**src/shared/tgp_pkg.sv**
```systemverilog
package tgp_pkg;

  // ---------------------------------------------------------------
  // Register word addresses (byte address = 4 * index)
  // ---------------------------------------------------------------
  localparam logic [3:0] TGP_IDX_GATE_CONTROL   = 4'h0;
  localparam logic [3:0] TGP_IDX_TIMER_COUNT    = 4'h1;
  localparam logic [3:0] TGP_IDX_PERIOD_VALUE   = 4'h2;
  localparam logic [3:0] TGP_IDX_TIMER_CONTROL  = 4'h3;
  localparam logic [3:0] TGP_IDX_GATED_COUNT    = 4'h4;
  localparam logic [3:0] TGP_IDX_IRQ_CONTROL    = 4'h5;

  // ---------------------------------------------------------------
  // Gate control fields
  // ---------------------------------------------------------------
  localparam int TGP_GC_ENABLE  = 7;
  localparam int TGP_GC_POL     = 6;
  localparam int TGP_GC_TOGGLE  = 5;
  localparam int TGP_GC_SPM     = 4;
  localparam int TGP_GC_GO      = 3;
  localparam int TGP_GC_VAL     = 2;
  localparam int TGP_GC_SS_LO   = 0;

  localparam logic [1:0] TGP_SRC_PIN   = 2'h0;
  localparam logic [1:0] TGP_SRC_MATCH = 2'h1;
  localparam logic [1:0] TGP_SRC_CMP1  = 2'h2;
  localparam logic [1:0] TGP_SRC_CMP2  = 2'h3;

  // Comparator status register bits
  localparam int TGP_CMP1_BIT = 5;
  localparam int TGP_CMP2_BIT = 6;

  // ---------------------------------------------------------------
  // Period timer control fields
  // ---------------------------------------------------------------
  localparam int TGP_TC_POST_LO = 3;
  localparam int TGP_TC_ON      = 2;
  localparam int TGP_TC_PRE_LO  = 0;
  localparam logic [7:0] TGP_TC_MASK = 8'h7f;

  // Interrupt control register fields
  localparam int TGP_IC_ENABLE = 0;
  localparam int TGP_IC_FLAG   = 1;

  // ---------------------------------------------------------------
  // Reset values and timing
  // ---------------------------------------------------------------
  localparam logic [7:0] TGP_PERIOD_RESET = 8'hff;
  localparam logic [7:0] TGP_COUNT_RESET  = 8'h00;
  localparam logic [1:0] TGP_ICLK_DIV     = 2'h3;
  localparam logic [3:0] TGP_PRE_DIV4     = 4'h3;
  localparam logic [3:0] TGP_PRE_DIV16    = 4'hf;
  localparam int         TGP_CLK_MHZ      = 125;

  typedef struct packed {
    logic       enable;
    logic       polarity;
    logic       toggle;
    logic       single_pulse;
    logic       go_done;
    logic [1:0] source;
  } tgp_gate_cfg_t;

  typedef struct packed {
    logic [3:0] postscale;
    logic       on;
    logic [1:0] prescale;
  } tgp_timer_cfg_t;

endpackage

```
**src/core/tgp_gate_timer.sv**
```systemverilog
// Notes on behaviour
// - Two-bit field selects one of four gate sources
// - Polarity bit 6 applied to selected source
// - Match wrap gives one-instruction-cycle gate pulse
// - Match source: polarity picks cycle after match
// - Comparator sources use status bits 5, 6
// - Toggle flip-flop flips on incrementing edges
// - Bit 5 enables toggle; clear holds flop clear
// - Single-pulse armed by bits 4 and 3
// - Trailing edge clears go/done; then ignore gate
// - Clearing single-pulse enable clears go/done
// - Toggle plus single-pulse counts one full period
// - Bit 2 shows live gate level always
// - Period timer counts instruction clocks upward
// - Compare each cycle; match resets, clocks postscaler
// - Reset clears count, period loads FFh
// - Count or control write clears pre/postscalers
// - Control write keeps timer count
// - Postscale ratio is field plus one
// - Timer runs only while on bit set
// - Count and period readable and writable
// - Postscaler sets flag; enable gates interrupt
// - Gated counter increments while gate active; with enable bit 7 clear, on every tick
//
// Chosen here: the Avalon-MM register port and the register offsets.
module tgp_gate_timer #(
  parameter int COUNT_WIDTH = 16
) (
  // Clock, reset, enable
  input  wire logic                     clk_sys,
  input  wire logic                     reset_n,
  input  wire logic                     clk_en,
  // Avalon-MM slave
  input  wire logic [5:0]               avs_address,
  input  wire logic                     avs_read,
  input  wire logic                     avs_write,
  input  wire logic [31:0]              avs_writedata,
  input  wire logic [3:0]               avs_byteenable,
  output logic      [31:0]              avs_readdata,
  output logic                          avs_waitrequest,
  // Gate sources
  input  wire logic                     gate_input_pin,
  input  wire logic [7:0]               comparator_status,
  // Counter clock tick and results
  input  wire logic                     counter_tick,
  output logic      [COUNT_WIDTH-1:0]   gated_counter,
  output logic                          period_match,
  output logic                          period_match_irq
);
  import tgp_pkg::*;

  // ---------------------------------------------------------------
  // Register state
  // ---------------------------------------------------------------
  tgp_gate_cfg_t          gate_cfg_reg;
  tgp_timer_cfg_t         timer_cfg_reg;
  logic [7:0]             count_reg;
  logic [7:0]             period_reg;
  logic [1:0]             iclk_reg;
  logic [3:0]             pre_reg;
  logic [3:0]             post_reg;
  logic                   flag_reg;
  logic                   irq_en_reg;
  logic                   wrap_reg;
  logic [2:0]             sync1_reg;
  logic [2:0]             sync2_reg;
  logic                   src_prev_reg;
  logic                   tog_reg;
  logic                   gate_prev_reg;
  logic                   armed_reg;
  logic                   ack_reg;
  logic [COUNT_WIDTH-1:0] gcount_reg;

  logic       wr_go;
  logic       rd_go;
  logic [3:0] idx;
  logic       wr_gate;
  logic       wr_count;
  logic       wr_period;
  logic       wr_tctrl;
  logic       wr_gcount;
  logic       wr_irq;
  logic       iclk;
  logic       pre_hit;
  logic       step;
  logic       match;
  logic       post_hit;
  logic       src_raw;
  logic       src_pol;
  logic       src_rise;
  logic       toggled;
  logic       gate_level;
  logic       gate_fall;
  logic [3:0] pre_limit;
  logic       count_en;

  // ---------------------------------------------------------------
  // Bus decode
  // ---------------------------------------------------------------
  function automatic logic hit(input logic [3:0] a, input logic [3:0] b);
    return a == b;
  endfunction

  assign idx       = avs_address[5:2];
  assign wr_go     = avs_write && ack_reg && avs_byteenable[0] && clk_en;
  assign rd_go     = avs_read && !ack_reg && clk_en;
  assign wr_gate   = wr_go && hit(idx, TGP_IDX_GATE_CONTROL);
  assign wr_count  = wr_go && hit(idx, TGP_IDX_TIMER_COUNT);
  assign wr_period = wr_go && hit(idx, TGP_IDX_PERIOD_VALUE);
  assign wr_tctrl  = wr_go && hit(idx, TGP_IDX_TIMER_CONTROL);
  assign wr_gcount = wr_go && hit(idx, TGP_IDX_GATED_COUNT);
  assign wr_irq    = wr_go && hit(idx, TGP_IDX_IRQ_CONTROL);

  // ----------------------------------------
  // Bus answer
  // ----------------------------------------
  // One wait cycle; write lands on the answer edge
  assign avs_waitrequest = (avs_read || avs_write) && !(ack_reg && clk_en);

  always_ff @(posedge clk_sys or negedge reset_n) begin
    if (!reset_n) begin
      ack_reg <= 1'b0;
    end else if (clk_en) begin
      ack_reg <= (avs_read || avs_write) && !ack_reg;
    end
  end

  always_ff @(posedge clk_sys or negedge reset_n) begin
    if (!reset_n) begin
      avs_readdata <= 32'h0;
    end else if (rd_go) begin
      case (idx)
        TGP_IDX_GATE_CONTROL:
          avs_readdata <= {24'h0, gate_cfg_reg[6:2], gate_level,
                           gate_cfg_reg.source};
        TGP_IDX_TIMER_COUNT:   avs_readdata <= {24'h0, count_reg};
        TGP_IDX_PERIOD_VALUE:  avs_readdata <= {24'h0, period_reg};
        TGP_IDX_TIMER_CONTROL: avs_readdata <= {25'h0, timer_cfg_reg};
        TGP_IDX_GATED_COUNT:
          avs_readdata <= 32'(gcount_reg);
        TGP_IDX_IRQ_CONTROL:
          avs_readdata <= {30'h0, flag_reg, irq_en_reg};
        default:               avs_readdata <= 32'h0;
      endcase
    end
  end

  // ---------------------------------------------------------------
  // Period timer
  // ---------------------------------------------------------------
  assign iclk      = (iclk_reg == TGP_ICLK_DIV);
  always_comb begin
    case (timer_cfg_reg.prescale)
      2'h0:    pre_limit = '0;
      2'h1:    pre_limit = TGP_PRE_DIV4;
      default: pre_limit = TGP_PRE_DIV16;
    endcase
  end
  assign pre_hit   = (pre_reg >= pre_limit);
  assign step      = clk_en && iclk && timer_cfg_reg.on && pre_hit;
  assign match     = (count_reg == period_reg);
  assign post_hit  = step && match &&
                     (post_reg >= timer_cfg_reg.postscale);
  assign period_match = match;

  // ----------------------------------------
  // Prescaler, postscaler and count
  // ----------------------------------------

  always_ff @(posedge clk_sys or negedge reset_n) begin
    if (!reset_n) begin
      iclk_reg <= 2'h0;
    end else if (clk_en) begin
      iclk_reg <= iclk_reg + 2'h1;
    end
  end

  always_ff @(posedge clk_sys or negedge reset_n) begin
    if (!reset_n) begin
      timer_cfg_reg <= '0;
    end else if (wr_tctrl) begin
      timer_cfg_reg <= tgp_timer_cfg_t'(avs_writedata[6:0]);
    end
  end

  always_ff @(posedge clk_sys or negedge reset_n) begin
    if (!reset_n) begin
      pre_reg <= 4'h0;
    end else if (wr_count || wr_tctrl) begin
      pre_reg <= 4'h0;
    end else if (clk_en && iclk && timer_cfg_reg.on) begin
      pre_reg <= pre_hit ? 4'h0 : pre_reg + 4'h1;
    end
  end

  always_ff @(posedge clk_sys or negedge reset_n) begin
    if (!reset_n) begin
      post_reg <= 4'h0;
    end else if (wr_count || wr_tctrl) begin
      post_reg <= 4'h0;
    end else if (step && match) begin
      post_reg <= post_hit ? 4'h0 : post_reg + 4'h1;
    end
  end

  always_ff @(posedge clk_sys or negedge reset_n) begin
    if (!reset_n) begin
      count_reg <= TGP_COUNT_RESET;
    end else if (wr_count) begin
      count_reg <= avs_writedata[7:0];
    end else if (step) begin
      count_reg <= match ? TGP_COUNT_RESET : count_reg + 8'h1;
    end
  end

  always_ff @(posedge clk_sys or negedge reset_n) begin
    if (!reset_n) begin
      period_reg <= TGP_PERIOD_RESET;
    end else if (wr_period) begin
      period_reg <= avs_writedata[7:0];
    end
  end

  // Wrap pulse, one instruction cycle long
  always_ff @(posedge clk_sys or negedge reset_n) begin
    if (!reset_n) begin
      wrap_reg <= 1'b0;
    end else if (clk_en && iclk) begin
      wrap_reg <= step && match;
    end
  end

  // ----------------------------------------
  // Interrupt flag
  // ----------------------------------------

  always_ff @(posedge clk_sys or negedge reset_n) begin
    if (!reset_n) begin
      irq_en_reg <= 1'b0;
    end else if (wr_irq) begin
      irq_en_reg <= avs_writedata[TGP_IC_ENABLE];
    end
  end

  // Set wins over a software clear
  always_ff @(posedge clk_sys or negedge reset_n) begin
    if (!reset_n) begin
      flag_reg <= 1'b0;
    end else if (post_hit) begin
      flag_reg <= 1'b1;
    end else if (wr_irq) begin
      flag_reg <= avs_writedata[TGP_IC_FLAG];
    end
  end

  assign period_match_irq = flag_reg && irq_en_reg;

  // ---------------------------------------------------------------
  // Gate logic
  // ---------------------------------------------------------------
  always_ff @(posedge clk_sys or negedge reset_n) begin
    if (!reset_n) begin
      sync1_reg <= 3'h0;
      sync2_reg <= 3'h0;
    end else if (clk_en) begin
      sync1_reg <= {comparator_status[TGP_CMP2_BIT],
                    comparator_status[TGP_CMP1_BIT], gate_input_pin};
      sync2_reg <= sync1_reg;
    end
  end

  // ----------------------------------------
  // Source select and polarity
  // ----------------------------------------

  always_comb begin
    case (gate_cfg_reg.source)
      TGP_SRC_PIN:   src_raw = sync2_reg[0];
      TGP_SRC_MATCH: src_raw = wrap_reg;
      TGP_SRC_CMP1:  src_raw = sync2_reg[1];
      TGP_SRC_CMP2:  src_raw = sync2_reg[2];
      default:       src_raw = 1'b0;
    endcase
  end

  // Active level is high after polarity: matches for match source
  assign src_pol  = src_raw ~^ gate_cfg_reg.polarity;
  assign src_rise = src_pol && !src_prev_reg;
  assign toggled  = gate_cfg_reg.toggle ? tog_reg : src_pol;
  assign gate_level = gate_cfg_reg.single_pulse ?
                      (armed_reg && toggled) : toggled;
  assign gate_fall  = gate_prev_reg && !gate_level;

  always_ff @(posedge clk_sys or negedge reset_n) begin
    if (!reset_n) begin
      src_prev_reg <= 1'b0;
    end else if (clk_en) begin
      src_prev_reg <= src_pol;
    end
  end

  // ----------------------------------------
  // Toggle flip-flop and single pulse
  // ----------------------------------------

  always_ff @(posedge clk_sys or negedge reset_n) begin
    if (!reset_n) begin
      tog_reg <= 1'b0;
    end else if (clk_en) begin
      if (!gate_cfg_reg.toggle) begin
        tog_reg <= 1'b0;
      end else if (src_rise) begin
        tog_reg <= !tog_reg;
      end
    end
  end

  always_ff @(posedge clk_sys or negedge reset_n) begin
    if (!reset_n) begin
      gate_prev_reg <= 1'b0;
    end else if (clk_en) begin
      gate_prev_reg <= gate_level;
    end
  end

  // Armed from next incrementing edge while go is set
  always_ff @(posedge clk_sys or negedge reset_n) begin
    if (!reset_n) begin
      armed_reg <= 1'b0;
    end else if (clk_en) begin
      if (!gate_cfg_reg.go_done) begin
        armed_reg <= 1'b0;
      end else if (!armed_reg && !toggled) begin
        armed_reg <= 1'b1;
      end
    end
  end

  // ----------------------------------------
  // Gate configuration register
  // ----------------------------------------

  always_ff @(posedge clk_sys or negedge reset_n) begin
    if (!reset_n) begin
      gate_cfg_reg <= '0;
    end else if (wr_gate) begin
      gate_cfg_reg.enable       <= avs_writedata[TGP_GC_ENABLE];
      gate_cfg_reg.polarity     <= avs_writedata[TGP_GC_POL];
      gate_cfg_reg.toggle       <= avs_writedata[TGP_GC_TOGGLE];
      gate_cfg_reg.single_pulse <= avs_writedata[TGP_GC_SPM];
      gate_cfg_reg.go_done      <= avs_writedata[TGP_GC_SPM] &&
                                   avs_writedata[TGP_GC_GO];
      gate_cfg_reg.source       <= avs_writedata[TGP_GC_SS_LO +: 2];
    end else if (clk_en && gate_cfg_reg.single_pulse && armed_reg &&
                 gate_fall) begin
      gate_cfg_reg.go_done <= 1'b0;
    end
  end

  // ---------------------------------------------------------------
  // Gated counter
  // ---------------------------------------------------------------
  assign count_en = clk_en && counter_tick &&
                    (!gate_cfg_reg.enable || gate_level);
  always_ff @(posedge clk_sys or negedge reset_n) begin
    if (!reset_n) begin
      gcount_reg <= '0;
    end else if (wr_gcount) begin
      gcount_reg <= avs_writedata[COUNT_WIDTH-1:0];
    end else if (count_en) begin
      gcount_reg <= gcount_reg + COUNT_WIDTH'(1);
    end
  end

  assign gated_counter = gcount_reg;
endmodule

```
**config.mk**
```make
export PLATFORM = sky130hd
export DESIGN_NAME = tgp_gate_timer
export DESIGN_NICKNAME = d
export VERILOG_FILES = /design/src/shared/tgp_pkg.sv /design/src/core/tgp_gate_timer.sv
export SDC_FILE = /design/constraint.sdc
export NUM_CORES = 1
export LEC_CHECK = 0
export ABC_CLOCK_PERIOD_IN_PS = 3200
export BUFFER_PORTS_ARGS = -buffer_cell sky130_fd_sc_hd__buf_2
export CORE_MARGIN = 4
export CORE_UTILIZATION = 55
export DETAILED_ROUTE_END_ITERATION = 8
export PLACE_DENSITY = 0.81
export SYNTH_ARGS = -nofsm -noshare
export SYNTH_HDL_FRONTEND = slang
export SYNTH_SLANG_ARGS = --single-unit
```
**constraint.sdc**
```tcl
create_clock -name clk_sys -period 3.2 [get_ports clk_sys]
set_clock_uncertainty 0.1 [all_clocks]
set_input_delay 0.64 -clock clk_sys [delete_from_list [all_inputs] [get_ports clk_sys]]
set_output_delay 0.64 -clock clk_sys [all_outputs]
set_load 0.02 [all_outputs]
```
==> metrics.log <==
INFO  metric flow.area_growth_from_synthesis = 11.9%
INFO  metric final_nets = 624
INFO  metric post_synth_instance_area = 4830 sq um
INFO  metric cts_inserted_buffers = 9
INFO  metric clock_path_buffers = 2
INFO  metric post-route-worst-setup-slack = 357 ps
INFO  metric critical_path_class = reg -> reg
INFO  metric placed_cells_incl_taps = 648
INFO  metric reg2reg_slack = 360 ps
INFO  metric initial_antenna_violation_count = 0
INFO  metric reg2regPathDepth = 8
INFO  metric ctsResizeCount = 0
INFO  metric share_of_yosys_cell_area_claimed_by_the_top_area_cell_type = 40.4%
INFO  metric remaining_drc_errors = 0
INFO  metric cts.sink_count = 86
INFO  metric setup_repair_after_global_routing_missed_its_margin = false
INFO  metric worstReg2RegEnd = post_reg[3]$_DFFE_PN0P_
INFO  metric synth.yosys.seq_area_share = 44.8%
INFO  metric count_of_fill_cells_added_during_filler_insertion = 701
INFO  metric min_period_over_period = 88.8%
INFO  metric grt_pass1_vias = 3691
INFO  metric clock_tree.htree_level_count = 3
INFO  metric grt_use_total = 22.9%
INFO  metric fin_setup_tns = 0 ps
INFO  metric ant_nets = 0
INFO  metric core-area = 8380 sq um
INFO  metric timing.critical_path.from_type = register
INFO  metric pin_count = 108
INFO  metric finalSetupViolations = 0
INFO  metric dominant_combinational_cell_family_by_area_after_synthesis = compound AO/OA/AOI/OAI gates
INFO  metric detailedRoute.firstPassIterationCount = 5
INFO  metric placementRows = 33
INFO  metric critical_path.endpoint_type = register
INFO  metric critical_path_required = 3380 ps
INFO  metric maxCapViolCount = 0
INFO  metric cts.hold.buffers_added = 0
INFO  metric layoutNonFillerInstCount = 664
INFO  metric synthDistinctLibCells = 52
INFO  metric cts_setup_buffers = 0
INFO  metric yosys-mux-area-fraction = 11.1%
INFO  metric tritoncts = built
INFO  metric drt_wl_total = 11500 um
INFO  metric worst_slew_pin_slew = 1050 ps
INFO  metric cellPowerDensity = 588 nW/um^2
INFO  metric antenna-diode-count = 0
INFO  metric status = completed
INFO  metric routedWlPerCell = 17.3 um
INFO  metric overflow = 0
INFO  metric post-synth-top-count-cell = sky130_fd_sc_hd__dfrtp_1
INFO  metric post-dp-hpwl = 8380 um
INFO  metric postSynthRegisterBits = 86
INFO  metric worstReg2RegStart = timer_cfg_reg[1]$_DFFE_PN0P_
INFO  metric floorplan.die.width = 102 um
INFO  metric synth.area.top_cells = sky130_fd_sc_hd__dfrtp_1, sky130_fd_sc_hd__mux2_2, sky130_fd_sc_hd__dfstp_2, sky130_fd_sc_hd__ha_1, sky130_fd_sc_hd__nor2_1
INFO  metric synth_adder_area_share = 3.37%
INFO  metric synth-edff-count = 0
INFO  metric fp.dieH = 102 um
INFO  metric synth_top_cells_by_count = sky130_fd_sc_hd__dfrtp_1, sky130_fd_sc_hd__nor2_1, sky130_fd_sc_hd__mux2_2
INFO  metric static-leakage-power = 2.56 nW
INFO  metric pre_cts_slack = 370 ps
INFO  metric cp_max_fo = 7
INFO  metric largest_net_degree_at_the_start_of_global_routing = 86
INFO  metric detailed_place.area = 5190 sq um
INFO  metric syn_inst = 494
INFO  metric max_freq = 352 MHz
INFO  metric final_layout_size_suffix_gt1_share = 24.3%
INFO  metric io_buffers = 64
INFO  metric cp_data_arrival_time = 3020 ps
INFO  metric report.final.slew_viol_count = 0
INFO  metric synthDominantAreaCellType = sky130_fd_sc_hd__dfrtp_1
INFO  metric layout_min_cycle_time = 2840 ps
INFO  metric synth_xor_area_share = 3.26%
INFO  metric clk_pin_slew = 90 ps
INFO  metric synth_warnings = 0
INFO  metric finalHoldViolCount = 0
INFO  metric yosys.area_share.simple = 16.1%
INFO  metric yosys_most_used_dff = sky130_fd_sc_hd__dfrtp_1
INFO  metric avgViaCountPerCell = 5.94
INFO  metric dieArea = 10300 sq um
INFO  metric initialDrtViolationCount = 257
INFO  metric asyncSetResetFlopFracSynth = 100%
INFO  metric global_route_wire_length_before_repair = 18400 um
INFO  metric final_weighted_congestion_of_routability_driven_global_placement = 0.915
INFO  metric min-delay-path-class = in -> async
INFO  metric vdd_ir_drop_max = 0.272 mV
INFO  metric stdcell_area = 5410 sq um
INFO  metric clock_tree_root_driver_cell = sky130_fd_sc_hd__clkbuf_8
INFO  metric via_count = 3944
INFO  metric synth-compound-area-share = 16.1%
INFO  metric maxSlewHeadroom = 29.9%
INFO  metric initial_core_util = 57.6%
INFO  metric avgSynthCellArea = 9.78 sq um
INFO  metric worstSkewPairLatency = 360 ps
[metal layers]
metal / GRT usage, % / part of all wire [%] / vias up
li1: - / - / 1884
met1: 29.6 / 41 / 1885
met2: 37.4 / 49 / 151
met3: 3.31 / 7.2 / 24
met4: 11.9 / 2.9 / 0
met5: 0 / 0 / -
[cells by family (layout without fill, tap and decap cells)]
| kind of cell | count (synthesis) | after routing |
|---|---|---|
| adder cells (fa/ha/maj) | 13 | 13 |
| multiplexers | 49 | 49 |
| flip-flops | 86 | 86 |
| other | 1 | 16 |
| buffers and inverters | 51 | 101 |
| AO/OA/AOI/OAI | 120 | 120 |
| XOR/XNOR | 18 | 18 |
| AND/OR/NAND/NOR | 156 | 156 |
[critical path: stages (launching register included)]
cell	delay (ps)
sky130_fd_sc_hd__dfrtp_1	440
sky130_fd_sc_hd__or2_2	330
sky130_fd_sc_hd__ha_1	270
sky130_fd_sc_hd__nand2b_1	90
sky130_fd_sc_hd__a2111oi_0	110
sky130_fd_sc_hd__or3b_1	410
sky130_fd_sc_hd__or2_1	310
sky130_fd_sc_hd__or4_1	530
sky130_fd_sc_hd__a31oi_1	180
[power breakdown]
group	internal (mW)	total [mW]	switching, mW
sequential	1.27	1.49	0.213
clock	0.460	0.836	0.376
combinational	0.347	0.859	0.512
[area by class of cell]
type	instances	area, sq um	share of cell area, %
sequential	86	2160	40.0
multi-input combinational	372	2470	45.7
inverter	14	52.6	0.972
clock buffer	12	145	2.68
timing repair buffer	71	375	6.94
clock inverter	4	70.1	1.30
tap	105	131	2.43
[how the worst max path moves through the flow]
stage                                             from                       to  slack, ps  cells after the start
after floorplan           timer_cfg_reg[1]$_DFFE_PN0P_  post_reg[3]$_DFFE_PN0P_        490                      9
after global placement    timer_cfg_reg[1]$_DFFE_PN0P_  post_reg[3]$_DFFE_PN0P_        440                      8
after detailed placement  timer_cfg_reg[1]$_DFFE_PN0P_  post_reg[3]$_DFFE_PN0P_        370                      8
after CTS                 timer_cfg_reg[1]$_DFFE_PN0P_  post_reg[3]$_DFFE_PN0P_        350                      8
after global routing      timer_cfg_reg[1]$_DFFE_PN0P_  post_reg[3]$_DFFE_PN0P_        210                      8
final                     timer_cfg_reg[1]$_DFFE_PN0P_  post_reg[3]$_DFFE_PN0P_        360                      8
[stage by stage]
stage | hold WS (ps) | total power [mW] | util [%]
2_1_floorplan | 244 | 2.06 | -
3_3_place_gp | 359 | 2.31 | 61.9
3_5_place_dp | 366 | 2.35 | 61.9
4_1_cts | 376 | 3.19 | 64.5
5_1_grt | 414 | 3.36 | 64.5
6_report | 327 | 3.18 | 64.5
[cells in the final DEF (no fill, tap or decap), types with 14 or more instances in the layout]
master / count
sky130_fd_sc_hd__dfrtp_1: 78
sky130_fd_sc_hd__buf_2: 63
sky130_fd_sc_hd__nor2_1: 43
sky130_fd_sc_hd__mux2_2: 36
sky130_fd_sc_hd__nand2_1: 34
sky130_fd_sc_hd__o21ai_0: 26
sky130_fd_sc_hd__a21oi_1: 25
sky130_fd_sc_hd__nand3_1: 19
sky130_fd_sc_hd__a22o_1: 17
sky130_fd_sc_hd__xor2_1: 16
sky130_fd_sc_hd__a31oi_1: 16
sky130_fd_sc_hd__conb_1: 16
sky130_fd_sc_hd__inv_1: 14
Note: power is estimated with default switching activity, not from simulation.
